$ cat src/include/npc_pkg.sv
// package: constants and types for the normal-mode pulse counter core
package npc_pkg;
    localparam int          COUNT_W       = 32;
    localparam logic [31:0] LINEAR_MIN    = 32'h80000000;
    localparam logic [31:0] LINEAR_MAX    = 32'h7FFFFFFF;
    localparam logic [31:0] COUNT_RESET   = 32'h00000000;
    localparam logic [31:0] RING_LO_RESET = 32'h00000000;
    localparam logic [31:0] RING_HI_RESET = 32'h00000000;
    localparam int          RST_STAGES    = 2;

    typedef enum logic [1:0] {
        NPC_SRC_PHASE,
        NPC_SRC_INTCLK,
        NPC_SRC_OTHER_CH
    } npc_src_e;

    typedef enum logic {
        NPC_LINEAR,
        NPC_RING
    } npc_type_e;
endpackage : npc_pkg

$ cat src/include/npc_step_if.sv
// interface: count step request between top and source selector
interface npc_step_if;
    logic up_step;
    logic down_step;
    modport sel (output up_step, output down_step);
    modport core (input up_step, input down_step);
endinterface : npc_step_if

$ cat src/verilog/npc_src_sel.sv
// count source selector: turns the chosen source into up/down steps
module npc_src_sel
    import npc_pkg::*;
(
    input  wire logic     clk,
    input  wire logic     rst_n,
    input  wire npc_src_e src_sel,
    input  wire logic     phase_up,
    input  wire logic     phase_down,
    input  wire logic     intclk_tick,
    input  wire logic     other_coin_out,
    input  wire logic     other_ch_mode_ok,
    input  wire logic     count_down_cmd,
    npc_step_if.sel       step
);
    logic other_prev;
    logic next_other_prev;
    logic other_rise;

    always_comb begin
        next_other_prev = other_coin_out;
        other_rise      = other_coin_out & ~other_prev;
        step.up_step    = 1'b0;
        step.down_step  = 1'b0;
        unique case (src_sel)
            NPC_SRC_PHASE: begin
                step.up_step   = phase_up & ~phase_down;
                step.down_step = phase_down & ~phase_up;
            end
            NPC_SRC_INTCLK: begin
                step.up_step   = intclk_tick & ~count_down_cmd;
                step.down_step = intclk_tick & count_down_cmd;
            end
            NPC_SRC_OTHER_CH: begin
                // only a partner in normal or pwm mode may drive us
                step.up_step   = other_rise & other_ch_mode_ok & ~count_down_cmd;
                step.down_step = other_rise & other_ch_mode_ok & count_down_cmd;
            end
            default: begin
                step.up_step   = 1'b0;
                step.down_step = 1'b0;
            end
        endcase
    end

    always_ff @(posedge clk or negedge rst_n) begin
        if (!rst_n) begin
            other_prev <= 1'b0;
        end else begin
            other_prev <= next_other_prev;
        end
    end
endmodule : npc_src_sel

$ cat src/verilog/npc_core.sv
// normal-mode pulse counter core: linear or ring 32-bit count
// Notes on behaviour
// linear type keeps count within -2147483648 to 2147483647
// ring type counts repeatedly between active lower and upper limits
// one counter type setting governs every counter feature of the mode
// other channel coincidence source only when that channel is normal or pwm
// phase inputs unused by the source are freed, never as interrupt inputs; the core frees only phase b
// z, function, latch and coincidence pins free when the function needs none
// linear down past minimum saturates and sets underflow flag
// ring up from upper limit minus one loads lower limit
// ring down from lower limit loads upper limit minus one
// new ring limits take effect on count enable rising edge only
// count is 32-bit two's complement, read as low and high words
module npc_core
    import npc_pkg::*;
(
    input  wire logic        core_clk_in,
    input  wire logic        resetn_in,
    input  wire npc_src_e    src_sel_in,
    input  wire npc_type_e   counter_type_in,
    input  wire logic        phase_up_in,
    input  wire logic        phase_down_in,
    input  wire logic        phase_b_uses_in,
    input  wire logic        intclk_tick_in,
    input  wire logic        other_coin_out_in,
    input  wire logic        other_ch_mode_ok_in,
    input  wire logic        count_down_cmd_in,
    input  wire logic        count_enable_command_in,
    input  wire logic [31:0] ring_lower_in,
    input  wire logic [31:0] ring_upper_in,
    input  wire logic        aux_needed_in,
    output logic      [15:0] current_count_low_word_out,
    output logic      [15:0] current_count_high_word_out,
    output logic             underflow_detected_flag_out,
    output logic             overflow_detected_flag_out,
    output logic             counter_is_ring_out,
    output logic             phase_b_free_out,
    output logic             aux_pins_free_out
);
    logic [RST_STAGES-1:0] rst_sync;
    logic                  rst_n;

    always_ff @(posedge core_clk_in or negedge resetn_in) begin
        if (!resetn_in) begin
            rst_sync <= '0;
        end else begin
            rst_sync <= {rst_sync[RST_STAGES-2:0], 1'b1};
        end
    end
    assign rst_n = rst_sync[RST_STAGES-1];

    npc_step_if step_bus ();

    npc_src_sel u_src (
        .clk              (core_clk_in),
        .rst_n            (rst_n),
        .src_sel          (src_sel_in),
        .phase_up         (phase_up_in),
        .phase_down       (phase_down_in),
        .intclk_tick      (intclk_tick_in),
        .other_coin_out   (other_coin_out_in),
        .other_ch_mode_ok (other_ch_mode_ok_in),
        .count_down_cmd   (count_down_cmd_in),
        .step             (step_bus.sel)
    );

    logic [31:0] count;
    logic [31:0] ring_lo;
    logic [31:0] ring_hi;
    logic        en_prev;
    logic        uflow;
    logic        oflow;
    logic        is_ring;
    logic        b_free;
    logic        aux_free;
    logic [31:0] next_count;
    logic [31:0] next_ring_lo;
    logic [31:0] next_ring_hi;
    logic        next_en_prev;
    logic        next_uflow;
    logic        next_oflow;
    logic        next_is_ring;
    logic        next_b_free;
    logic        next_aux_free;
    logic        en_rise;
    logic        up;
    logic        dn;

    always_comb begin
        next_count    = count;
        next_ring_lo  = ring_lo;
        next_ring_hi  = ring_hi;
        next_uflow    = uflow;
        next_oflow    = oflow;
        next_en_prev  = count_enable_command_in;
        en_rise       = count_enable_command_in & ~en_prev;
        up            = step_bus.up_step & count_enable_command_in;
        dn            = step_bus.down_step & count_enable_command_in;
        next_is_ring  = (counter_type_in == NPC_RING);
        // phase b freed only when source ignores it; still no interrupt use
        next_b_free   = ~((src_sel_in == NPC_SRC_PHASE) & phase_b_uses_in);
        next_aux_free = ~aux_needed_in;
        if (en_rise) begin
            next_ring_lo = ring_lower_in;
            next_ring_hi = ring_upper_in;
        end
        if (counter_type_in == NPC_LINEAR) begin
            if (up) begin
                if (count == LINEAR_MAX) begin
                    next_oflow = 1'b1;
                end else begin
                    next_count = count + 32'h00000001;
                end
            end else if (dn) begin
                if (count == LINEAR_MIN) begin
                    next_uflow = 1'b1;
                end else begin
                    next_count = count - 32'h00000001;
                end
            end
        end else begin
            if (up) begin
                if (count == ring_hi - 32'h00000001) begin
                    next_count = ring_lo;
                end else begin
                    next_count = count + 32'h00000001;
                end
            end else if (dn) begin
                if (count == ring_lo) begin
                    next_count = ring_hi - 32'h00000001;
                end else begin
                    next_count = count - 32'h00000001;
                end
            end
        end
    end

    always_ff @(posedge core_clk_in or negedge rst_n) begin
        if (!rst_n) begin
            count    <= COUNT_RESET;
            ring_lo  <= RING_LO_RESET;
            ring_hi  <= RING_HI_RESET;
            en_prev  <= 1'b0;
            uflow    <= 1'b0;
            oflow    <= 1'b0;
            is_ring  <= 1'b0;
            b_free   <= 1'b0;
            aux_free <= 1'b0;
        end else begin
            count    <= next_count;
            ring_lo  <= next_ring_lo;
            ring_hi  <= next_ring_hi;
            en_prev  <= next_en_prev;
            uflow    <= next_uflow;
            oflow    <= next_oflow;
            is_ring  <= next_is_ring;
            b_free   <= next_b_free;
            aux_free <= next_aux_free;
        end
    end

    // two's complement count split into words
    assign current_count_low_word_out  = count[15:0];
    assign current_count_high_word_out = count[31:16];
    assign underflow_detected_flag_out = uflow;
    assign overflow_detected_flag_out  = oflow;
    assign counter_is_ring_out         = is_ring;
    assign phase_b_free_out            = b_free;
    assign aux_pins_free_out           = aux_free;

    lin_sat_dn_a: assert property (@(posedge core_clk_in) disable iff (!rst_n)
        (counter_type_in == NPC_LINEAR && dn && count == LINEAR_MIN)
        |=> (count == LINEAR_MIN && uflow))
        else $error("linear down at minimum did not saturate");
    lin_sat_up_a: assert property (@(posedge core_clk_in) disable iff (!rst_n)
        (counter_type_in == NPC_LINEAR && up && count == LINEAR_MAX)
        |=> (count == LINEAR_MAX && oflow))
        else $error("linear up at maximum did not saturate");
    ring_wrap_up_a: assert property (@(posedge core_clk_in) disable iff (!rst_n)
        (counter_type_in == NPC_RING && up && count == ring_hi - 32'h00000001)
        |=> (count == $past(ring_lo)))
        else $error("ring up wrap did not load lower limit");
    ring_wrap_dn_a: assert property (@(posedge core_clk_in) disable iff (!rst_n)
        (counter_type_in == NPC_RING && dn && count == ring_lo)
        |=> (count == $past(ring_hi) - 32'h00000001))
        else $error("ring down wrap did not load upper limit minus one");
    ring_step_a: assert property (@(posedge core_clk_in) disable iff (!rst_n)
        (counter_type_in == NPC_RING && up && count != ring_hi - 32'h00000001)
        |=> (count == $past(count) + 32'h00000001))
        else $error("ring up step wrong");
    limit_hold_a: assert property (@(posedge core_clk_in) disable iff (!rst_n)
        !en_rise |=> $stable(ring_lo) && $stable(ring_hi))
        else $error("ring limits changed without enable edge");
    limit_load_a: assert property (@(posedge core_clk_in) disable iff (!rst_n)
        en_rise |=> (ring_lo == $past(ring_lower_in) && ring_hi == $past(ring_upper_in)))
        else $error("ring limits not loaded on enable edge");
    other_src_a: assert property (@(posedge core_clk_in) disable iff (!rst_n)
        (src_sel_in == NPC_SRC_OTHER_CH && !other_ch_mode_ok_in) |=> $stable(count))
        else $error("count moved from disallowed other channel");
    type_flag_a: assert property (@(posedge core_clk_in) disable iff (!rst_n)
        1'b1 |=> (is_ring == ($past(counter_type_in) == NPC_RING)))
        else $error("counter type flag mismatch");
    words_a: assert property (@(posedge core_clk_in) disable iff (!rst_n)
        {current_count_high_word_out, current_count_low_word_out} == count)
        else $error("count words do not match count");
endmodule : npc_core

$ cat config.mk
export PLATFORM = sky130hd
export DESIGN_NAME = npc_core
export DESIGN_NICKNAME = d
export VERILOG_FILES = /design/src/include/npc_pkg.sv /design/src/include/npc_step_if.sv /design/src/verilog/npc_src_sel.sv /design/src/verilog/npc_core.sv
export SDC_FILE = /design/constraint.sdc
export NUM_CORES = 1
export LEC_CHECK = 0
export BUFFER_PORTS_ARGS = -buffer_cell sky130_fd_sc_hd__buf_2
export CAP_MARGIN = 20
export CORE_MARGIN = 8
export CORE_UTILIZATION = 54
export DETAILED_ROUTE_END_ITERATION = 8
export MAX_ROUTING_LAYER = met4
export PLACE_DENSITY = 0.73
export SKIP_CTS_REPAIR_TIMING = 1
export SYNTH_ARGS = -nofsm -noshare
export SYNTH_HDL_FRONTEND = slang
export SYNTH_HIERARCHICAL = 1
export SYNTH_SLANG_ARGS = --single-unit
$ cat constraint.sdc
create_clock -name core_clk_in -period 10 [get_ports core_clk_in]
set_input_delay 1 -clock core_clk_in [delete_from_list [all_inputs] [get_ports core_clk_in]]
set_output_delay 1 -clock core_clk_in [all_outputs]
set_load 0.05 [all_outputs]
* Word level (Yosys, flattened, before mapping)
Index checks and enable logic that the tools add are counted.
** Word-level totals
- Register bits after elaboration :: 105
** Operators by class
- Reductions and logical operators :: 5
- Add/sub/neg operators :: 3
- Bitwise logic cells :: 21
- Mux-type cells :: 11
- Equality and inequality tests :: 8
** Operators with widths (number)
- 32-bit two-way mux :: 9
- 32-bit equality test :: 2
- 32-bit by 1-bit subtractor with 32-bit output, second input constant :: 2
- 32-bit by 1-bit adder with 32-bit output, second input constant :: 1
- 32-bit by 31-bit equality test with 1-bit output, second input constant :: 1
- 32-bit equality test, second input constant :: 1
- 1-bit AND :: 12
- 1-bit NOT :: 9
- 3-bit inequality test, second input constant :: 2
- 1-bit case mux with 3 select lines :: 2
- 3-bit AND reduction :: 2
- 4-bit AND reduction :: 1
- 2-bit by 1-bit equality test with 1-bit output, second input constant :: 1
- 2-bit equality test, second input constant :: 1
- 2-bit logical NOT :: 1
- 2-bit nonzero test :: 1

* Depth between registers and ports, before layout
Gate-level depths: netlist of run 1.
- Word-level depth :: 9
- Mapped depth :: 16
- Depth with buffers taken out :: 15

* By module
Netlist of run 1, hierarchy kept.
** By module, submodules not included
- npc_core :: seq. area each 2602.5 sq um, area each 8678.3 sq um, cells an instance 1037, times used 1
- npc_src_sel :: seq. area each 25.0 sq um, area each 131.4 sq um, cells an instance 15, times used 1

* Worst setup path after synthesis of run 1
Ideal clock, no wire load.
- Path type :: in2reg
- From :: in src_sel_in[0]
- To :: reg count[4]
- Data required time :: 9.866 ns
- Slack :: 6.071 ns
- Path buffers :: 2
- Arrival :: 3.795 ns
- Stages on the path :: 13
- Cells stage by stage :: inv_1 -> ha_1 -> or3b_1 -> o32ai_1 -> and2_1 -> clkbuf_1 -> nand2_1 -> o41ai_1 -> nor2_1 -> clkbuf_1 -> a21o_1 -> a22oi_1 -> o21ai_0
** On the way
- Longest elaborated chain between the ends :: 5
** RTL lines
- start, declared :: line npc_core.sv:19 : input wire npc_src_e src_sel_in,
- 2-bit equality test (tied with other cells) :: line npc_src_sel.sv:25 : unique case (src_sel)
- 1-bit case mux with 3 select lines * :: line npc_src_sel.sv:25
- via step_bus.up_step :: line npc_step_if.sv:3 : logic up_step;
- 1-bit AND * :: line npc_core.sv:97 : up = step_bus.up_step & count_enable_command_in;
- 3-bit inequality test (no line) (tied with other cells)
- 3-bit AND reduction (no line) / 32-bit two-way mux (equally long branches)
- end signal, assigned :: line npc_core.sv:150 : count <= next_count;
- end, declared :: line npc_core.sv:67 : logic [31:0] count;
Mark *: on every way through the listed nets, which the timed path passes. The rest lies on a longest branch.
A chain may end at the register's enable or synchronous reset.

* Worst setup path in the final report of run 1
- From :: reg ring_hi[0]
- To :: reg count[25]
** On the way
- Longest elaborated chain between the ends :: 5
** RTL lines
- start, declared :: line npc_core.sv:69 : logic [31:0] ring_hi;
- start signal, assigned :: line npc_core.sv:152 : ring_hi <= next_ring_hi;
- 32-bit by 1-bit subtractor with 32-bit output * :: line npc_core.sv:123, npc_core.sv:130
- 32-bit equality test / 32-bit two-way mux (equally long branches) :: line npc_core.sv:123, npc_core.sv:129
- 32-bit two-way mux, on equally long branches :: line npc_core.sv:123, npc_core.sv:128
- 32-bit two-way mux * :: line npc_core.sv:122 : if (up) begin
- 32-bit two-way mux * :: line npc_core.sv:107 : if (counter_type_in == NPC_LINEAR) begin
Mark *: on every way between the ends. The rest lies on a longest branch, timed or not. The select of a mux whose other input is x is not followed.

==> flow_summary.yaml, run 1 <==
global_route:
  grt-ovfl-total: 0
  grt_use_total_pct: 29.6
  grt_pass1_vias: 8093
  grt_antenna_before_repair: 0
  grt_pass1_wl_um: 46000
  grt_max_degree: 71
layout:
  finish.instance_area_um2: 9730
  area_delta_synth_final_pct: 10.5
  fillCellCount: 1473
  nets: 1186
  layout-drive-gt1-share_pct: 20.8
  antenna_cells: 0
placed_design:
  gp_congestion: 1.02
  placed_cell_area_um2: 9420
  dp_slack_ns: 5.21
  dp_hpwl_um: 21700
  io_buffers: 114
yosys:
  synth_common_cells: "dfrtp_1, nand2_1, xnor2_1"
  synth_cell_types: 80
  synth_edf_count: 0
  synthesis.area_um2: 8810
  synthTopCellsByArea: "dfrtp_1, xnor2_1, mux2_2, nand2_1, o21ai_0"
  synth_cells: 1052
  yosysTopAreaCell: "dfrtp_1"
  ys_seq_area_share_pct: 29.8
  yosysMostFrequentCell: "dfrtp_1"
  yosysTopAreaCellShare_pct: 29.8
  synth_ff_type: "dfrtp_1"
  ys_warn_count: 6
  synth_nets: 1137
  ys_ff_latch: 105
  synth_area_per_cell_um2: 8.37
  async_reset_ff_share_pct: 100
floorplanning:
  ios: 115
  die_w_um: 144
  die_area_um2: 20700
  core_area_um2: 15900
  die_y_um: 144
  row_count: 46
  initial_core_util_pct: 55.3
sta:
  period_minus_slack_ns: 4.47
  relSlewSlack_pct: 31.9
  setup_tns_ns: 0
  post-route-period-util_pct: 44.7
  layout_setup_ws_ns: 5.53
  worst_pin_slew_ns: 1.01
  fmax_ghz: 0.224
  finalSetupViolCount: 0
  skew_ns: 0.0133
  finalMaxSlewViolations: 0
  rsz0062_at_grt: "no"
  finalHoldViolations: 0
setup_path:
  worst_path_largest_cell_delay_ns: 0.90
  slowest_stage: "nor4_1"
  arrival_ns: 4.78
  critPathKind: "reg2reg"
  cp_num_buf_inv: 0
  path_cells: "nor4_1 > nand3_1 > nor3_1 > xnor3_1 > a2111oi_0 > and4bb_1 > nand4_2 > and2_1 > a221oi_2 > a211o_1"
  crit_family: "simple AND/OR/NAND/NOR gates"
  path_max_fanout: 10
  crit_start: "ring_hi[0]$_DFFE_PN0P_"
  end_kind: "flip-flop"
  start_kind: "flip-flop"
  timing.rr.start: "ring_hi[0]$_DFFE_PN0P_"
  cp_data_required_time_ns: 10.31
clock_network:
  clkTransAtPathRegs_ns: 0.08
  htreeDepth: 3
  clockRootBuffer: "clkbuf_16"
  cts_sinks: 105
  tritoncts: "done"
  worstSkewPairLatency_ns: 0.37
  ctsLongestPathBuffers: 2
  cts_buffers: 9
min_path:
  min_path_type: "reg2async"
power:
  ir_drop_mv: 0.118
  p_leak_nw: 3.82
  p_per_area_nw_per_um2: 233
routing:
  routedWlPerCell_um: 22.2
  via_per_inst: 6.40
  vias: 8462
  first_pass_iters: 6
  drtAntennaViolNets: 0
  route.detailed.drc: 0
  drtIter0Drc: 972
  wirelength_um: 29300
outcome:
  status: "finished clean"
flow_run:
  max_cap_viol_count: 0
## routing by layer
metal | vias up | track usage [%] | routed length (um)
li1 | 3923 | - | -
met1 | 3999 | 38.2 | 12300
met2 | 449 | 43.5 | 13000
met3 | 91 | 6.70 | 2860
met4 | 0 | 13.1 | 1180
met5 | - | - | 0
## cell type report
type | instances | area, um^2 | area share [%]
Inverter | 29 | 109 | 1.12
Timing Repair Buffer | 127 | 672 | 6.90
Clock inverter | 6 | 73.8 | 0.759
Sequential cell | 105 | 2630 | 27.0
Clock buffer | 10 | 229 | 2.35
Tap cell | 216 | 270 | 2.78
Multi-Input combinational cell | 829 | 5750 | 59.1
## power breakdown
part | switching [mW] | internal [mW]
Sequential | 0.310 | 0.513
Clock | 0.181 | 0.198
Combinational | 0.632 | 0.434
## placed cells by master, fill, tap and decap left out, types with 12 or more instances in the layout
cell and instances:
buf_2 114, dfrtp_1 104, nand2_1 99, xnor2_1 91
nor2_1 69, o21ai_0 64, mux2_2 62, a21oi_1 41
nand3_1 39, xor2_1 35, nor3_1 32, inv_1 28
nor4_1 22, nand4_1 20, or4_1 19, mux2i_1 17
o21ai_1 17, nand2b_1 12, buf_4 12
## flip-flops by register name, summed over array words and instances (netlist names)
| register | flops |
|---|---|
| aux_pins_free_out | 1 |
| count | 32 |
| counter_is_ring_out | 1 |
| en_prev | 1 |
| overflow_detected_flag_out | 1 |
| phase_b_free_out | 1 |
| ring_hi | 32 |
| ring_lo | 32 |
| rst_sync | 2 |
| u_src/other_prev | 1 |
| underflow_detected_flag_out | 1 |
## stage by stage
step           utilization, %  hold slack [ns]  instances  power [mW]
2_1_floorplan               -            0.331       1052        1.56
3_3_place_gp             59.1            0.292       1305        1.86
3_5_place_dp             59.1            0.294       1305        1.87
4_1_cts                  61.0            0.303       1321        2.25
5_1_grt                  61.0            0.335       1322        2.39
6_report                 61.0            0.280       1322        2.27
## worst paths after layout
path	end	cells after the start	slack [ns]
max in group asynchronous	en_prev$_DFF_PN0_	1	8.45
worst max register to register	count[25]$_DFFE_PN0P_	10	5.53
worst max-delay path	count[25]$_DFFE_PN0P_	10	5.53
min in group core_clk_in	rst_sync[1]$_DFF_PN0_	0	0.35
worst min register to register	ring_hi[4]$_DFFE_PN0P_	0	0.28
worst min-delay path	ring_hi[4]$_DFFE_PN0P_	0	0.28
## cells by family (layout without fill, tap and decap cells)
family          after synthesis  after routing  share of synthesized area, %
xor+xnor                    131            131                          13.8
other cells                   1              1                        0.0426
mux                          79             79                          9.86
buf+inv                     118            172                          5.18
flops                       105            105                          29.8
compound gates              221            221                          16.3
fa+ha+maj                     7              7                         0.994
simple gates                390            390                          24.0
No activity file was read; power rests on OpenSTA's default activity.
==> run 2: changes to the inputs <==
- clock period: 10 -> 4.3 ns (I/O delays scaled with it)
==> run 2 against run 1 <==
Net effect: utilization up 2.7 points; cell count up 4.0%; clock-buffer cell count unchanged; critical path type unchanged; combinational power rose to 2.7 times the previous value; first-iteration DRC count up 8.3%; maximum frequency up 9.7%; routed wire length up 3.1%; critical endpoint is now count[0]$_DFFE_PN0P_; sequential power up 100%.
==> flow_summary.yaml, run 2 (synthesized netlist as in run 1, its figures left out) <==
setup_path:
  end_kind: "flip-flop"
  start_kind: "flip-flop"
  path_max_fanout: 31
  arrival_ns: 4.32
  cp_data_required_time_ns: 4.55
  critPathKind: "reg2reg"
floorplanning:
  die_area_um2: 20700
  die_w_um: 144
  core_area_um2: 15900
  ios: 115
  initial_core_util_pct: 55.3
  die_y_um: 144
  row_count: 46
global_route:
  grt_pass1_vias: 8556
  grt_pass1_wl_um: 47800
  grt_use_total_pct: 30.8
  grt_max_degree: 77
  grt_antenna_before_repair: 0
  grt-ovfl-total: 0
placed_design:
  dp_hpwl_um: 23000
  gp_congestion: 0.992
  dp_cells: 1357
  io_buffers: 114
  dp_slack_ns: 0.142
clock_network:
  ctsLongestPathBuffers: 2
  htreeDepth: 3
  cts_sinks: 105
  cts_buffers: 9
  clockRootBuffer: "clkbuf_16"
  worstSkewPairLatency_ns: 0.37
  tritoncts: "done"
  clkTransAtPathRegs_ns: 0.08
sta:
  period_minus_slack_ns: 4.07
  finalSetupViolCount: 0
  finalMaxSlewViolations: 0
  fmax_ghz: 0.245
  layout_setup_ws_ns: 0.226
  worst_pin_slew_ns: 1.00
  rsz0062_at_grt: "no"
  setup_tns_ns: 0
  relSlewSlack_pct: 32.8
  post-route-period-util_pct: 94.8
  finalHoldViolations: 0
  skew_ns: 0.00994
routing:
  via_per_inst: 6.39
  wirelength_um: 30200
  vias: 8785
  first_pass_iters: 5
  drtIter0Drc: 1053
  drtAntennaViolNets: 0
  routedWlPerCell_um: 22.0
  route.detailed.drc: 0
layout:
  final_cell_mix: "buf_2, dfrtp_1, nand2_1"
  area_delta_synth_final_pct: 15.4
  fillCellCount: 1461
  layout_commonest_cell: "buf_2"
  layout-drive-gt1-share_pct: 24.6
  stdcell_count: 1375
  nets: 1239
  antenna_cells: 0
  final-seq-area_um2: 2630
  largestRegisters: "count x32, ring_hi x32, ring_lo x32"
  multiInputGateArea_um2: 5760
power:
  p_leak_nw: 4.10
  p_per_area_nw_per_um2: 535
  ir_drop_mv: 0.292
min_path:
  min_path_type: "reg2async"
outcome:
  status: "finished clean"
flow_run:
  max_cap_viol_count: 0
-- run 2: power breakdown --
part / switching, mW / internal (mW) / total [mW]
logic: 1.79 / 1.14 / 2.93
registers: 0.465 / 1.20 / 1.66
clock network: 0.435 / 0.409 / 0.844
total: 2.69 / 2.75 / 5.44
-- run 2: final timing paths --
check                      slack, ns  cells past startpoint                          to               startpoint
max                             0.23                     10        count[0]$_DFFE_PN0P_  ring_hi[17]$_DFFE_PN0P_
min                             0.13                      0      ring_hi[3]$_DFFE_PN0P_    rst_sync[1]$_DFF_PN0_
max reg2reg                     0.23                     10        count[0]$_DFFE_PN0P_  ring_hi[17]$_DFFE_PN0P_
min reg2reg                     0.13                      0      ring_hi[3]$_DFFE_PN0P_    rst_sync[1]$_DFF_PN0_
max in group asynchronous       3.55                      1       count[28]$_DFFE_PN0P_    rst_sync[1]$_DFF_PN0_
min in group core_clk_in        0.18                      1  u_src/other_prev$_DFF_PN0_        other_coin_out_in
-- run 2: critical path, cell delays in order (launching register included) --
cell,delay [ns]
dfrtp_1,0.44
or4_1,0.64
or4_4,0.57
o31a_1,0.37
or4_1,0.51
o211a_1,0.15
nor4b_2,0.33
nand4_2,0.23
buf_4,0.33
o311ai_1,0.28
o21ai_1,0.09
-- run 2: cell type report --
class,count,area share [%]
repair buffers,180,10.8
clock inverters,6,0.615
inverters,29,1.07
flip-flops and latches,105,25.9
well taps,216,2.66
clock buffers,10,2.25
multi-input cells,829,56.7
-- run 2: per-stage QoR --
| step | hold slack (ns) | power, mW | util, % | instance area [um^2] |
|---|---|---|---|---|
| 2_1_floorplan | 0.134 | 3.63 | - | 8810 |
| 3_5_place_dp | 0.219 | 4.52 | 61.6 | 9820 |
| 3_3_place_gp | 0.216 | 4.49 | 61.6 | 9820 |
| 4_1_cts | -0.174 | 5.38 | 63.4 | 10100 |
| 6_report | 0.132 | 5.44 | 63.8 | 10200 |
| 5_1_grt | 0.152 | 5.72 | 63.8 | 10200 |
-- run 2: layer usage --
metal | vias up | global-route usage [%] | wire length [um]
met5 | - | - | 0
met4 | 0 | 14.6 | 1270
met3 | 86 | 5.24 | 2900
met2 | 528 | 45.8 | 13300
met1 | 4164 | 40.2 | 12800
li1 | 4007 | - | -
==> run 3: changes to the inputs <==
- BUFFER_PORTS_ARGS: -buffer_cell sky130_fd_sc_hd__buf_2 -> default
- CORE_MARGIN: 8 -> default
- DONT_BUFFER_PORTS: default -> 1
- PLACE_DENSITY: 0.73 -> 0.67
- SLEW_MARGIN: default -> 20
==> run 3 against run 2 <==
Net effect: hold slack lost 0.038 ns; flip-flop and latch count unchanged; utilization fell by 3.0 points; register-to-register slack about the same; die area fell by 19%; maximum frequency is 0.31% lower; non-clock buffer count down 99; global-route usage rose by 4.8 points; total power down 1.5%; routed wire length down 5.8%; sequential share of layout area up 1.4 points; clock power fell by 2%.
==> flow_summary.yaml, run 3 (synthesized netlist as in run 1, its figures left out) <==
setup_path:
  path_cells: "or4_1 > or4_4 > o31a_1 > or4_1 > o211a_1 > nor4b_2 > nand4_2 > buf_4 > nand2_1 > o21ai_1 > a211oi_1"
  slowest_stage: "or4_1"
  start_kind: "flip-flop"
  cp_num_buf_inv: 1
  cpMostUsedCell: "or4_1"
  crit_family: "simple AND/OR/NAND/NOR gates"
  arrival_ns: 4.36
  cp_data_required_time_ns: 4.58
  critPathKind: "reg2reg"
  worst_path_largest_cell_delay_ns: 0.64
  end_kind: "flip-flop"
  path_max_fanout: 31
placed_design:
  dp_hpwl_um: 21600
  io_buffers: 0
  gp_congestion: 0.993
sta:
  fmax_ghz: 0.245
  finalSetupViolCount: 0
  rsz0062_at_grt: "no"
  period_minus_slack_ns: 4.09
  finalMaxSlewViolations: 0
  finalHoldViolations: 0
  skew_ns: 0.0122
  worst_pin_slew_ns: 1.16
  relSlewSlack_pct: 22.7
  setup_tns_ns: 0
  post-route-period-util_pct: 95.0
clock_network:
  cts_sinks: 105
  clockRootBuffer: "clkbuf_16"
  ctsLongestPathBuffers: 2
  cts_buffers: 9
  tritoncts: "done"
  clkTransAtPathRegs_ns: 0.08
  htreeDepth: 3
  worstSkewPairLatency_ns: 0.37
routing:
  wirelength_um: 28500
  first_pass_iters: 5
  drtAntennaViolNets: 0
  via_per_inst: 6.54
  route.detailed.drc: 0
  routedWlPerCell_um: 22.3
  vias: 8348
  drtIter0Drc: 716
layout:
  layout_commonest_cell: "dfrtp_1"
  antenna_cells: 0
  area_delta_synth_final_pct: 9.53
  final_cell_mix: "dfrtp_1, nand2_1, xnor2_1"
  nets: 1140
  largestRegisters: "count x32, ring_hi x32, ring_lo x32"
  layout-drive-gt1-share_pct: 17.3
global_route:
  grt_antenna_before_repair: 0
  grt_max_degree: 71
  grt_use_total_pct: 35.6
  grt_pass1_wl_um: 43800
  grt_pass1_vias: 7578
  grt-ovfl-total: 0
power:
  power_mw: 5.35
  power.internal_mw: 2.71
  p_per_area_nw_per_um2: 555
  pwr-share-seq_pct: 29.3
  p_switching_mw: 2.64
  p_leak_nw: 3.69
  power_frac_clock_pct: 15.5
  ir_drop_mv: 0.257
  share_comb_of_total_power_pct: 55.3
  sw_frac_of_total_pct: 49.4
floorplanning:
  initial_core_util_pct: 55.5
  die_area_um2: 16800
  row_count: 46
  die_y_um: 130
  core_area_um2: 15900
  die_w_um: 130
  ios: 115
flow_run:
  max_cap_viol_count: 0
outcome:
  status: "finished clean"
min_path:
  min_path_type: "in2reg"
[run 3: metal layers]
| layer | vias to the layer above | part of all wire (%) | global-route usage (%) |
|---|---|---|---|
| li1 | 3828 | - | - |
| met1 | 3984 | 43 | 48.0 |
| met2 | 468 | 44 | 53.4 |
| met3 | 68 | 10 | 5.95 |
| met4 | 0 | 3.0 | 13.7 |
| met5 | - | 0 | - |
[run 3: layout make-up]
class                   instances  area (um^2)
well taps                     216          270
inverters                      29          109
repair buffers                 81          611
fillers                      1492         6240
clock inverters                 6         51.3
flip-flops and latches        105         2630
multi-input cells             829         5750
clock buffers                  10          229
[run 3: metrics by stage]
step	instance area (um^2)	hold slack (ns)	cells	setup WS (ns)	util, %
2_1_floorplan	8810	0.134	1052	0.652	-
3_3_place_gp	9360	0.134	1259	0.307	58.9
3_5_place_dp	9360	0.134	1259	0.168	58.9
4_1_cts	9640	-0.250	1275	0.173	60.7
5_1_grt	9650	0.0766	1276	0.0121	60.7
6_report	9650	0.0948	1276	0.213	60.7
[run 3: final timing paths]
kind	slack, ns	from	end	cells after the start
worst max-delay path	0.21	ring_hi[17]$_DFFE_PN0P_	count[7]$_DFFE_PN0P_	11
worst min-delay path	0.09	other_coin_out_in	u_src/other_prev$_DFF_PN0_	0
worst max register to register	0.21	ring_hi[17]$_DFFE_PN0P_	count[7]$_DFFE_PN0P_	11
worst min register to register	0.35	rst_sync[0]$_DFF_PN0_	rst_sync[1]$_DFF_PN0_	0
max in group asynchronous	3.03	rst_sync[1]$_DFF_PN0_	en_prev$_DFF_PN0_	1
min in group asynchronous	0.29	resetn_in	rst_sync[1]$_DFF_PN0_	1
[run 3: power groups by stage]
stage | Sequential, mW | Combinational [mW] | Clock (mW)
final | 1.57 | 2.96 | 0.827
after global routing | 1.60 | 3.15 | 0.871
after CTS | 1.55 | 2.91 | 0.838
after detailed placement | 1.57 | 2.90 | 0
after global placement | 1.57 | 2.89 | 0
after floorplan | 1.84 | 1.79 | 0
